==> config.mk <==
export PLATFORM = sky130hd
export DESIGN_NAME = sps_spi_port
export DESIGN_NICKNAME = d
export VERILOG_FILES = /design/src/rtl/sps_pkg.sv /design/src/rtl/sps_rate_if.sv /design/src/rtl/sps_rate_gen.sv /design/src/rtl/sps_spi_port.sv
export VERILOG_INCLUDE_DIRS = /design/src /design/src/rtl
export SDC_FILE = /design/constraint.sdc
export NUM_CORES = 1
export LEC_CHECK = 0
export BUFFER_PORTS_ARGS = -buffer_cell sky130_fd_sc_hd__clkbuf_2
export CAP_MARGIN = 20
export CORE_UTILIZATION = 45
export DETAILED_ROUTE_END_ITERATION = 8
export PLACE_DENSITY_LB_ADDON = 0.08
export SLEW_MARGIN = 30
export SYNTH_ARGS = -nofsm -noshare
export SYNTH_HDL_FRONTEND = slang
export SYNTH_SLANG_ARGS = --single-unit
==> constraint.sdc <==
create_clock -name clk_sys -period 2.3 [get_ports clk_sys]
set_input_delay 0 -clock clk_sys [delete_from_list [all_inputs] [get_ports clk_sys]]
set_output_delay 0 -clock clk_sys [all_outputs]
set_load 0.1 [all_outputs]
==> src/rtl/sps_defs.svh <==
// register indices, field positions, reset values and rate counts
`ifndef SPS_DEFS_SVH
`define SPS_DEFS_SVH

// register indices; byte address is four times the index
`define SPS_IDX_IRQ_FLAGS 8'h0C
`define SPS_IDX_BUFFER 8'h13
`define SPS_IDX_CONTROL 8'h14
`define SPS_IDX_IRQ_ENABLES 8'h8C
`define SPS_IDX_STATUS 8'h94
`define SPS_IDX_PIN_CONFIG 8'hA0
`define SPS_IDX_PIN_LEVELS 8'hA1

// serial_port_control fields
`define SPS_CTL_WRITE_COLLISION 7
`define SPS_CTL_OVF 6
`define SPS_CTL_EN 5
`define SPS_CTL_POL 4

// serial_port_status and irq fields
`define SPS_STAT_BF 0
`define SPS_IRQ_XFER 3

// pin_config fields: direction (1 = input) and general output level
`define SPS_PIN_SCK_DIR 0
`define SPS_PIN_SDI_DIR 1
`define SPS_PIN_SDO_DIR 2
`define SPS_PIN_SS_DIR 3
`define SPS_PIN_SCK_LVL 4
`define SPS_PIN_SDI_LVL 5
`define SPS_PIN_SDO_LVL 6
`define SPS_PIN_SS_LVL 7

// reset values
`define SPS_CONTROL_RST 8'h00
`define SPS_STATUS_RST 1'b0
`define SPS_IRQ_RST 1'b0
`define SPS_PIN_CONFIG_RST 8'h0F

// half bit periods in clk_sys cycles for the fixed master rates, and the index of the last bit of a byte
`define SPS_HALF_DIV4 6'h02
`define SPS_HALF_DIV16 6'h08
`define SPS_HALF_DIV64 6'h20
`define SPS_BYTE_LAST 4'h7

`endif

==> src/rtl/sps_pkg.sv <==
// types shared by the serial port modules
package sps_pkg;
    typedef enum logic [3:0] {
        MODE_MASTER_DIV4 = 4'b0000,
        MODE_MASTER_DIV16 = 4'b0001,
        MODE_MASTER_DIV64 = 4'b0010,
        MODE_MASTER_TIMER = 4'b0011,
        MODE_SLAVE_SEL = 4'b0100,
        MODE_SLAVE = 4'b0101
    } sps_mode_e;
    typedef enum logic [0:0] {
        ST_IDLE = 1'b0,
        ST_SHIFT = 1'b1
    } sps_state_e;
    typedef logic [7:0] sps_byte_t;
endpackage

==> src/rtl/sps_rate_if.sv <==
// bit rate request and half period tick between port and rate generator
interface sps_rate_if;
    logic run;
    logic [1:0] rate_sel;
    logic timer_tick;
    logic half_tick;
    modport ctrl (output run, output rate_sel, output timer_tick, input half_tick);
    modport gen (input run, input rate_sel, input timer_tick, output half_tick);
endinterface

==> src/rtl/sps_rate_gen.sv <==
// master bit clock half period generator
module sps_rate_gen
    import sps_pkg::*;
#(
    parameter int CNT_W = 6
)
(
    // clock and reset
    input wire logic clk_sys,
    input wire logic reset_n,
    // rate request
    sps_rate_if.gen rate
);
`include "sps_defs.svh"

    logic [CNT_W-1:0] cnt_q;
    logic [CNT_W-1:0] cnt_d;
    logic [CNT_W-1:0] limit;
    logic tick_q;
    logic tick_d;

    // fixed rates count clk_sys, the timer rate halves the timer output
    assign limit = (rate.rate_sel == 2'b00) ? CNT_W'(`SPS_HALF_DIV4 - 6'h01) :
                   (rate.rate_sel == 2'b01) ? CNT_W'(`SPS_HALF_DIV16 - 6'h01) :
                   CNT_W'(`SPS_HALF_DIV64 - 6'h01);

    always_comb
    begin
        cnt_d = cnt_q;
        tick_d = 1'b0;
        if (!rate.run)
        begin
            cnt_d = '0;
        end
        else if (rate.rate_sel == 2'b11)
        begin
            tick_d = rate.timer_tick;
        end
        else if (cnt_q == limit)
        begin
            cnt_d = '0;
            tick_d = 1'b1;
        end
        else
        begin
            cnt_d = cnt_q + CNT_W'(1);
        end
    end

    always_ff @(posedge clk_sys)
    begin
        if (!reset_n)
        begin
            cnt_q <= '0;
            tick_q <= 1'b0;
        end
        else
        begin
            cnt_q <= cnt_d;
            tick_q <= tick_d;
        end
    end

    assign rate.half_tick = tick_q;
endmodule

==> src/rtl/sps_spi_port.sv <==
// synchronous serial port in spi mode with an apb register slave
// What this block does
// - shift register reached only through buffer
// - enabled port owns pins unless direction overrides
// - master starts byte on buffer write
// - master keeps receiving with clock pin input
// - slave shifts on external clock, flags byte
// - drive on one edge, sample on other
// - polarity sets idle level; msb first
// - master rate div4, div16, div64, timer/2
// - slave works in sleep, may wake core
// - low select shifts; high select floats output
// - reselect resumes byte where it stopped
// - output pin as input stops transmission
// - full byte moves to buffer, sets flags
// - buffer write while busy ignored, sets collision
// - buffer read clears buffer full
// - slave byte onto unread buffer sets overflow
module sps_spi_port
    import sps_pkg::*;
#(
    parameter int ADDR_W = 12
)
(
    // clock and reset
    input wire logic clk_sys,
    input wire logic reset_n,
    // apb slave
    input wire logic psel,
    input wire logic penable,
    input wire logic pwrite,
    input wire logic [ADDR_W-1:0] paddr,
    input wire logic [31:0] pwdata,
    output logic [31:0] prdata,
    output logic pready,
    output logic pslverr,
    // core
    input wire logic sleep_mode,
    input wire logic timer_two_tick,
    output logic wake_req,
    // serial clock pin
    input wire logic sck_in,
    output logic sck_out,
    output logic sck_oe,
    // serial in pin
    input wire logic sdi_in,
    output logic sdi_out,
    output logic sdi_oe,
    // serial out pin
    input wire logic sdo_in,
    output logic sdo_out,
    output logic sdo_oe,
    // slave select pin
    input wire logic ss_n_in,
    output logic ss_n_out,
    output logic ss_n_oe
);
`include "sps_defs.svh"

    function automatic logic reg_hit(input logic [7:0] idx, input logic [7:0] target);
        return idx == target;
    endfunction

    sps_rate_if rate ();

    sps_rate_gen #(
        .CNT_W(6)
    ) u_rate (
        .clk_sys(clk_sys),
        .reset_n(reset_n),
        .rate(rate)
    );

    // register state
    logic [7:0] ctl_q;
    logic [7:0] ctl_d;
    logic [7:0] pin_q;
    sps_byte_t buf_q;
    sps_byte_t buf_d;
    logic bf_q;
    logic flag_q;
    logic irq_en_q;
    // shifter state
    sps_byte_t sr_q;
    sps_byte_t sr_d;
    logic [3:0] cnt_q;
    logic [3:0] cnt_d;
    sps_state_e state_q;
    sps_state_e state_d;
    logic sck_q;
    logic sck_d;
    logic sdo_q;
    logic sck_prev_q;
    // bus answer and pin outputs
    logic [31:0] prdata_q;
    logic pready_q;
    logic pslverr_q;
    logic wake_q;
    logic sck_out_q;
    logic sck_oe_q;
    logic sdi_out_q;
    logic sdi_oe_q;
    logic sdo_out_q;
    logic sdo_oe_q;
    logic ss_n_out_q;
    logic ss_n_oe_q;

    // bus decode
    wire [7:0] idx = paddr[9:2];
    wire aligned = paddr[1:0] == 2'b00;
    wire setup = psel & ~penable;
    wire access = psel & penable & pready_q;
    wire wr = access & pwrite;
    wire rd = access & ~pwrite;
    wire hit_flags = aligned & reg_hit(idx, `SPS_IDX_IRQ_FLAGS);
    wire hit_buf = aligned & reg_hit(idx, `SPS_IDX_BUFFER);
    wire hit_ctl = aligned & reg_hit(idx, `SPS_IDX_CONTROL);
    wire hit_en = aligned & reg_hit(idx, `SPS_IDX_IRQ_ENABLES);
    wire hit_stat = aligned & reg_hit(idx, `SPS_IDX_STATUS);
    wire hit_pin = aligned & reg_hit(idx, `SPS_IDX_PIN_CONFIG);
    wire hit_lvl = aligned & reg_hit(idx, `SPS_IDX_PIN_LEVELS);
    wire mapped = hit_flags | hit_buf | hit_ctl | hit_en | hit_stat | hit_pin | hit_lvl;
    wire buf_wr = wr & hit_buf;
    wire buf_rd = rd & hit_buf;

    // mode decode
    wire en = ctl_q[`SPS_CTL_EN];
    wire pol = ctl_q[`SPS_CTL_POL];
    wire [3:0] mode = ctl_q[3:0];
    wire is_master = en & (mode <= MODE_MASTER_TIMER);
    wire is_slave = en & ((mode == MODE_SLAVE_SEL) | (mode == MODE_SLAVE));
    wire gated = is_slave & (mode == MODE_SLAVE_SEL) & pin_q[`SPS_PIN_SS_DIR];
    wire deselected = gated & ss_n_in;
    wire monitor = is_master & pin_q[`SPS_PIN_SCK_DIR];
    wire shifting = state_q == ST_SHIFT;

    // master edges come from the rate tick; leaving idle is the drive edge
    wire m_tick = is_master & shifting & rate.half_tick;
    wire m_tx = m_tick & (sck_q == pol);
    wire m_rx = m_tick & (sck_q != pol);
    // slave edges from the pin; a deselected slave holds its bit position
    wire s_away = (sck_prev_q == pol) & (sck_in != pol);
    wire s_back = (sck_prev_q != pol) & (sck_in == pol);
    wire s_tx = is_slave & ~deselected & s_away;
    wire s_rx = is_slave & ~deselected & s_back;
    wire tx_edge = m_tx | s_tx;
    wire rx_edge = m_rx | s_rx;
    wire done = rx_edge & (cnt_q == `SPS_BYTE_LAST);
    sps_byte_t sr_next;
    assign sr_next = {sr_q[6:0], sdi_in};

    // busy covers a master byte in flight or a slave byte part way through
    wire busy = is_master ? shifting : (cnt_q != 4'h0);
    wire load_ok = buf_wr & en & ~busy;
    wire collide = buf_wr & en & busy;
    wire ovf = is_slave & done & bf_q & ~buf_rd;
    wire store = done & ~ovf;

    assign rate.run = is_master & shifting & ~sleep_mode;
    assign rate.rate_sel = mode[1:0];
    assign rate.timer_tick = timer_two_tick;

    // control: hardware set of collision and overflow wins over a clear
    always_comb
    begin
        ctl_d = hit_ctl & wr ? pwdata[7:0] : ctl_q;
        ctl_d[`SPS_CTL_WRITE_COLLISION] = collide | ctl_d[`SPS_CTL_WRITE_COLLISION];
        ctl_d[`SPS_CTL_OVF] = ovf | ctl_d[`SPS_CTL_OVF];
    end

    // buffer: written value held for readback, received byte replaces it
    always_comb
    begin
        buf_d = buf_q;
        if (store)
        begin
            buf_d = sr_next;
        end
        else if (buf_wr & ~collide)
        begin
            buf_d = pwdata[7:0];
        end
    end

    // shifter: disabling the port drops a partial byte
    always_comb
    begin
        sr_d = sr_q;
        cnt_d = cnt_q;
        state_d = state_q;
        if (!(is_master | is_slave))
        begin
            cnt_d = 4'h0;
            state_d = ST_IDLE;
        end
        else if (load_ok)
        begin
            sr_d = pwdata[7:0];
            cnt_d = 4'h0;
            state_d = is_master ? ST_SHIFT : ST_IDLE;
        end
        else if (rx_edge)
        begin
            sr_d = sr_next;
            cnt_d = done ? 4'h0 : cnt_q + 4'h1;
            if (done & ~monitor)
            begin
                state_d = ST_IDLE;
            end
        end
    end

    // master clock level: idle at the polarity level unless a byte runs
    always_comb
    begin
        sck_d = sck_q;
        if (!is_master || !shifting)
        begin
            sck_d = pol;
        end
        else if (m_tick)
        begin
            sck_d = ~sck_q;
        end
    end

    always_ff @(posedge clk_sys)
    begin
        if (!reset_n)
        begin
            ctl_q <= `SPS_CONTROL_RST;
            pin_q <= `SPS_PIN_CONFIG_RST;
            bf_q <= `SPS_STATUS_RST;
            flag_q <= `SPS_IRQ_RST;
            irq_en_q <= `SPS_IRQ_RST;
        end
        else
        begin
            ctl_q <= ctl_d;
            pin_q <= hit_pin & wr ? pwdata[7:0] : pin_q;
            bf_q <= store | (bf_q & ~buf_rd);
            flag_q <= done | (hit_flags & wr ? pwdata[`SPS_IRQ_XFER] : flag_q);
            irq_en_q <= hit_en & wr ? pwdata[`SPS_IRQ_XFER] : irq_en_q;
        end
    end

    // buffer has no reset: unknown at power on, kept over resets
    always_ff @(posedge clk_sys)
    begin
        buf_q <= buf_d;
    end

    always_ff @(posedge clk_sys)
    begin
        if (!reset_n)
        begin
            sr_q <= 8'h00;
            cnt_q <= 4'h0;
            state_q <= ST_IDLE;
            sck_q <= 1'b0;
            sck_prev_q <= 1'b0;
        end
        else
        begin
            sr_q <= sr_d;
            cnt_q <= cnt_d;
            state_q <= state_d;
            sck_q <= sck_d;
            sck_prev_q <= sck_in;
        end
    end

    // the msb leaves first, on the edge away from idle
    always_ff @(posedge clk_sys)
    begin
        if (!reset_n)
        begin
            sdo_q <= 1'b0;
        end
        else if (tx_edge)
        begin
            sdo_q <= sr_q[7];
        end
    end

    // read data mux; status and pin levels are read only
    logic [7:0] rdata;
    always_comb
    begin
        rdata = 8'h00;
        if (hit_flags)
        begin
            rdata[`SPS_IRQ_XFER] = flag_q;
        end
        if (hit_en)
        begin
            rdata[`SPS_IRQ_XFER] = irq_en_q;
        end
        if (hit_stat)
        begin
            rdata[`SPS_STAT_BF] = bf_q;
        end
        if (hit_buf)
        begin
            rdata = buf_q;
        end
        if (hit_ctl)
        begin
            rdata = ctl_q;
        end
        if (hit_pin)
        begin
            rdata = pin_q;
        end
        if (hit_lvl)
        begin
            rdata = {4'h0, ss_n_in, sdo_in, sdi_in, sck_in};
        end
    end

    // answer is registered, so every access phase ends in its first cycle
    always_ff @(posedge clk_sys)
    begin
        if (!reset_n)
        begin
            prdata_q <= 32'h00000000;
            pready_q <= 1'b0;
            pslverr_q <= 1'b0;
        end
        else
        begin
            prdata_q <= setup ? {24'h000000, rdata} : prdata_q;
            pready_q <= setup;
            pslverr_q <= setup & ~mapped;
        end
    end

    // pins: serial function only where the direction bit agrees with it;
    // outputs are registered, so a select release floats the pin one cycle late
    always_ff @(posedge clk_sys)
    begin
        if (!reset_n)
        begin
            sck_out_q <= 1'b0;
            sck_oe_q <= 1'b0;
            sdi_out_q <= 1'b0;
            sdi_oe_q <= 1'b0;
            sdo_out_q <= 1'b0;
            sdo_oe_q <= 1'b0;
            ss_n_out_q <= 1'b0;
            ss_n_oe_q <= 1'b0;
            wake_q <= 1'b0;
        end
        else
        begin
            sck_out_q <= is_master ? sck_q : pin_q[`SPS_PIN_SCK_LVL];
            sck_oe_q <= ~pin_q[`SPS_PIN_SCK_DIR];
            sdi_out_q <= pin_q[`SPS_PIN_SDI_LVL];
            sdi_oe_q <= ~pin_q[`SPS_PIN_SDI_DIR];
            sdo_out_q <= en ? sdo_q : pin_q[`SPS_PIN_SDO_LVL];
            sdo_oe_q <= ~pin_q[`SPS_PIN_SDO_DIR] & ~deselected;
            ss_n_out_q <= pin_q[`SPS_PIN_SS_LVL];
            ss_n_oe_q <= ~pin_q[`SPS_PIN_SS_DIR];
            wake_q <= sleep_mode & flag_q & irq_en_q;
        end
    end

    assign prdata = prdata_q;
    assign pready = pready_q;
    assign pslverr = pslverr_q;
    assign wake_req = wake_q;
    assign sck_out = sck_out_q;
    assign sck_oe = sck_oe_q;
    assign sdi_out = sdi_out_q;
    assign sdi_oe = sdi_oe_q;
    assign sdo_out = sdo_out_q;
    assign sdo_oe = sdo_oe_q;
    assign ss_n_out = ss_n_out_q;
    assign ss_n_oe = ss_n_oe_q;
endmodule
==> results.md <==
CTS:
- The cell at the root of the clock tree is sky130_fd_sc_hd__clkbuf_8.
- The clock sink total is 69.
- Clock tree synthesis inserted a total of 9 buffers.
- The total number of H-tree levels is 3.
- For the worst-skew pair, the clock arrives at the later sink with an insertion delay of 0.34 ns.
- After clock tree synthesis, the clock-pin slew on the worst setup and hold paths is 0.07 ns.
- The clock tree from TritonCTS is done.
- The clock passes through at most 2 buffers.

Yosys:
- The synthesized netlist occupies a cell area of 3491 µm².
- The mean area per synthesized cell is 8.974 µm².
- Synthesis handed over a netlist of 389 instances.
- Of the post-synthesis cell area, the dominant cell type holds 0.3498.
- By area the synthesized netlist is led by sky130_fd_sc_hd__dfxtp_1 35%, sky130_fd_sc_hd__edfxtp_1 6.9%, sky130_fd_sc_hd__buf_4 5.2%.
- After synthesis the netlist holds a flip-flop and latch count of 69.
- The commonest cells after synthesis are 61 x sky130_fd_sc_hd__dfxtp_1, 48 x sky130_fd_sc_hd__nand2_1, 30 x sky130_fd_sc_hd__nor2_1.
- The fraction of synthesis flops using an asynchronous set or reset pin is 0.
- Yosys printed 0 warnings.
- The sequential fraction of the synthesis area is 0.4186.
- The cell type with the highest aggregate area in the netlist is sky130_fd_sc_hd__dfxtp_1.
- Among all flip-flop cells after synthesis, the most frequent one is sky130_fd_sc_hd__dfxtp_1.
- The number of distinct standard cells referenced by the synthesized netlist is 65.
- The number of flops mapped to enable cells by yosys is 8.
- Yosys instantiated no cell more often than sky130_fd_sc_hd__dfxtp_1.

Run:
- The tool flagged a number of max-cap violations equal to 0.

Timing:
- For the final database, setup skew stands at 0.009327 ns.
- Setup violations remaining at the end of the flow were counted as 0.
- The final-layout setup total negative slack is 0 ns.
- The fraction of the cycle the final worst path needs is 0.9845.
- The tightest hold path in the finished design has a slack of 0.02887 ns.
- Measured against its own limit, the worst slew margin works out to 0.6438.
- The count of final max-slew check failures came to 0.
- The maximum clock rate is 441.6 MHz.
- The smallest clock period supported by the final layout is computed as 2.264 ns.
- Setup repair after global routing could not meet its margin everywhere.
- The hold violation count in the final report is 0.
- The transition time of the tightest slew-check pin is 0.5307 ns.

Cells and area:
- The final layout contains 520 nets.
- The signed area change from the synthesized netlist to the final layout is 18.96%.
- The count of filler cells inserted in the layout is 691.
- Measured on the finished design, the core utilization comes to 0.5635.
- The fraction of final layout cells with drive strength greater than 1 is 0.2463.
- Leaving out filler cells and counting taps, the final layout contains 566.
- The number of antenna cells inserted is 0.

Die:
- The die covers 8114 µm².
- The height of the die is 90.08 µm.
- The floorplan has 31 rows.
- The number of top-level design ports is 98.
- The horizontal die dimension is 90.08 µm.
- The initial utilization of the core area, before any placement, comes to 0.4737.
- The floorplan step defined a core boundary enclosing 7370 µm².

Drt:
- The total number of vias is 3064.
- The number of nets with antenna violations after detailed routing is 0.
- After detailed routing, the average wire length per cell comes to 15.75 µm.
- The via density per instance is 5.413.
- The routed wire length is 8.916 mm.
- For this run, design rule violations remaining after detail routing come to 0.
- For this run, the detailed router's first-pass iteration total came to 6.
- The detailed router finished its first iteration with 256 violations.

Worst setup path:
- In this design, the largest share of critical-path delay is due to simple AND/OR/NAND/NOR gates.
- The standard cell with the maximum stage delay on the critical path is sky130_fd_sc_hd__or4_4.
- Together, buffers and inverters on the worst path number 2.
- The signal on the critical path passes through inv_2, ha_4, or3b_1, mux2_4, or4_4, buf_4, o21ai_0, a31oi_1.
- The largest fanout of any net on the critical path is 5.
- The largest stage delay on the critical path is 0.57 ns.
- The worst setup path is launched from a flop.
- The worst setup path is captured at a flop.
- The endpoint required time on the critical path is 2.52 ns.
- The critical path is of the flop to flop type.
- The data arrival time of the worst path is 2.49 ns.

Global route:
- The pin count of the biggest net entering global routing is 21.
- The total congestion overflow is 0.
- In the global route stage, overall resource usage came out at 0.2294.
- The number of global-route vias before repair came to 2808.
- The global-route wire length before repair is 14.53 mm.
- The number of antenna violations at the first check in global routing is 0.

Pwr:
- Power spread over the standard cell area amounts to 589.4 nW/µm².
- In this run the static leakage power is 0.001593 µW.
- The worst voltage drop across the vdd grid is 339.1 µV.

Place:
- After detailed placement, the design holds a cell count of 538.
- Summed over all nets, the half-perimeter wirelength after detailed placement is 6.504 mm.
- In this run the tool buffered the top-level ports with 47 buffer cells.
- The last weighted congestion value of the routability-driven placer is 0.9661.

Min path:
- In this run the worst hold path is classified as input pin to flop.

Status:
- The flow ran to the end, and the final reports show no timing, DRC or antenna violations.
layer usage:
metal,vias up,track usage,part of all wire
met3,14,0.04992,0.063
met5,-,0,0
met2,106,0.3543,0.45
met1,1443,0.3177,0.47
li1,1501,-,-
met4,0,0.07392,0.015
tightest hold or removal path, cell delays in order:
cell	delay, ns
sky130_fd_sc_hd__clkbuf_2	0.08
sky130_fd_sc_hd__nor3_1	0.18
sky130_fd_sc_hd__nor4_1	0.07
final timing paths:
path                  from   endpoint  slack (ns)  cells past startpoint
setup / recovery  cnt_q[1]    sr_q[7]        0.04                      8
hold / removal      sdo_in  prdata[2]        0.03                      3
setup reg to reg  cnt_q[1]    sr_q[7]        0.04                      8
hold reg to reg   pin_q[1]     sdi_oe        0.46                      1
cells by family after synthesis:
| kind of cell | Yosys count | synth area share |
|---|---|---|
| other | 1 | 0.001074 |
| AOI/OAI and AO/OA | 72 | 0.1416 |
| xor gates and xnor gates | 8 | 0.02007 |
| and+or+nand+nor | 159 | 0.2434 |
| adders and majority gates | 3 | 0.01075 |
| buffers and inverters | 51 | 0.08494 |
| DFF | 69 | 0.4186 |
| muxes | 26 | 0.07957 |
layout by cell type (no fill, tap or decap), types with 5 or more instances in the layout:
master                          instances
sky130_fd_sc_hd__a21oi_1               24
sky130_fd_sc_hd__inv_1                  6
sky130_fd_sc_hd__conb_1                24
sky130_fd_sc_hd__nor2_1                30
sky130_fd_sc_hd__mux2i_1               15
sky130_fd_sc_hd__nand2_1               48
sky130_fd_sc_hd__dfxtp_1               59
sky130_fd_sc_hd__buf_4                 23
sky130_fd_sc_hd__mux2_2                10
sky130_fd_sc_hd__dlygate4sd3_1         11
sky130_fd_sc_hd__o22ai_1                7
sky130_fd_sc_hd__clkbuf_2              47
sky130_fd_sc_hd__nand2b_1               6
sky130_fd_sc_hd__clkbuf_8              11
sky130_fd_sc_hd__nand4_1                6
sky130_fd_sc_hd__nor3_1                 7
sky130_fd_sc_hd__and2_1                 5
sky130_fd_sc_hd__edfxtp_1               8
sky130_fd_sc_hd__o21ai_0               12
sky130_fd_sc_hd__nand3_1               25
through the flow:
| stage | worst slack, ns | instance area (µm²) | power [µW] |
|---|---|---|---|
| 2_1_floorplan | 0.08225 | 3578 | 1542 |
| 5_1_grt | -0.04915 | 4153 | 2549 |
| 4_1_cts | 0.01845 | 4123 | 2468 |
| 6_report | 0.03563 | 4153 | 2447 |
| 3_5_place_dp | 0.03759 | 3840 | 1577 |
| 3_3_place_gp | 0.05057 | 3840 | 1576 |
power by group:
part / internal [µW] / switching, µW
clock network: 449 / 433
logic: 62.8 / 276
registers: 1220 / 4.51
total: 1730 / 714
cell type report:
type | instances | area, µm² | share of cell area
clock buffers | 14 | 162.7 | 0.03917
flip-flops and latches | 69 | 1466 | 0.3531
repair buffers | 81 | 518.0 | 0.1247
well taps | 99 | 123.9 | 0.02983
inverters | 9 | 33.78 | 0.008135
multi-input cells | 292 | 1838 | 0.4426
clock inverters | 2 | 10.01 | 0.002410
repair_timing:
item | 4_1_cts | 5_1_grt
setup endpoints to repair | 0 | 8
endpoints found under the hold margin | 17 | 0
resized for setup | 0 | 7
buffers inserted | 0 | 1
hold buffers | 11 | 0
state kept, by name, indices dropped and copies added, names as in the netlist, 4 cells and up:
name and count:
u_rate.cnt_q 6, ctl_q 8, cnt_q 4, sr_q 8, buf_q 8, pin_q 8
prdata 8
Power figures use the tool's default switching activity.
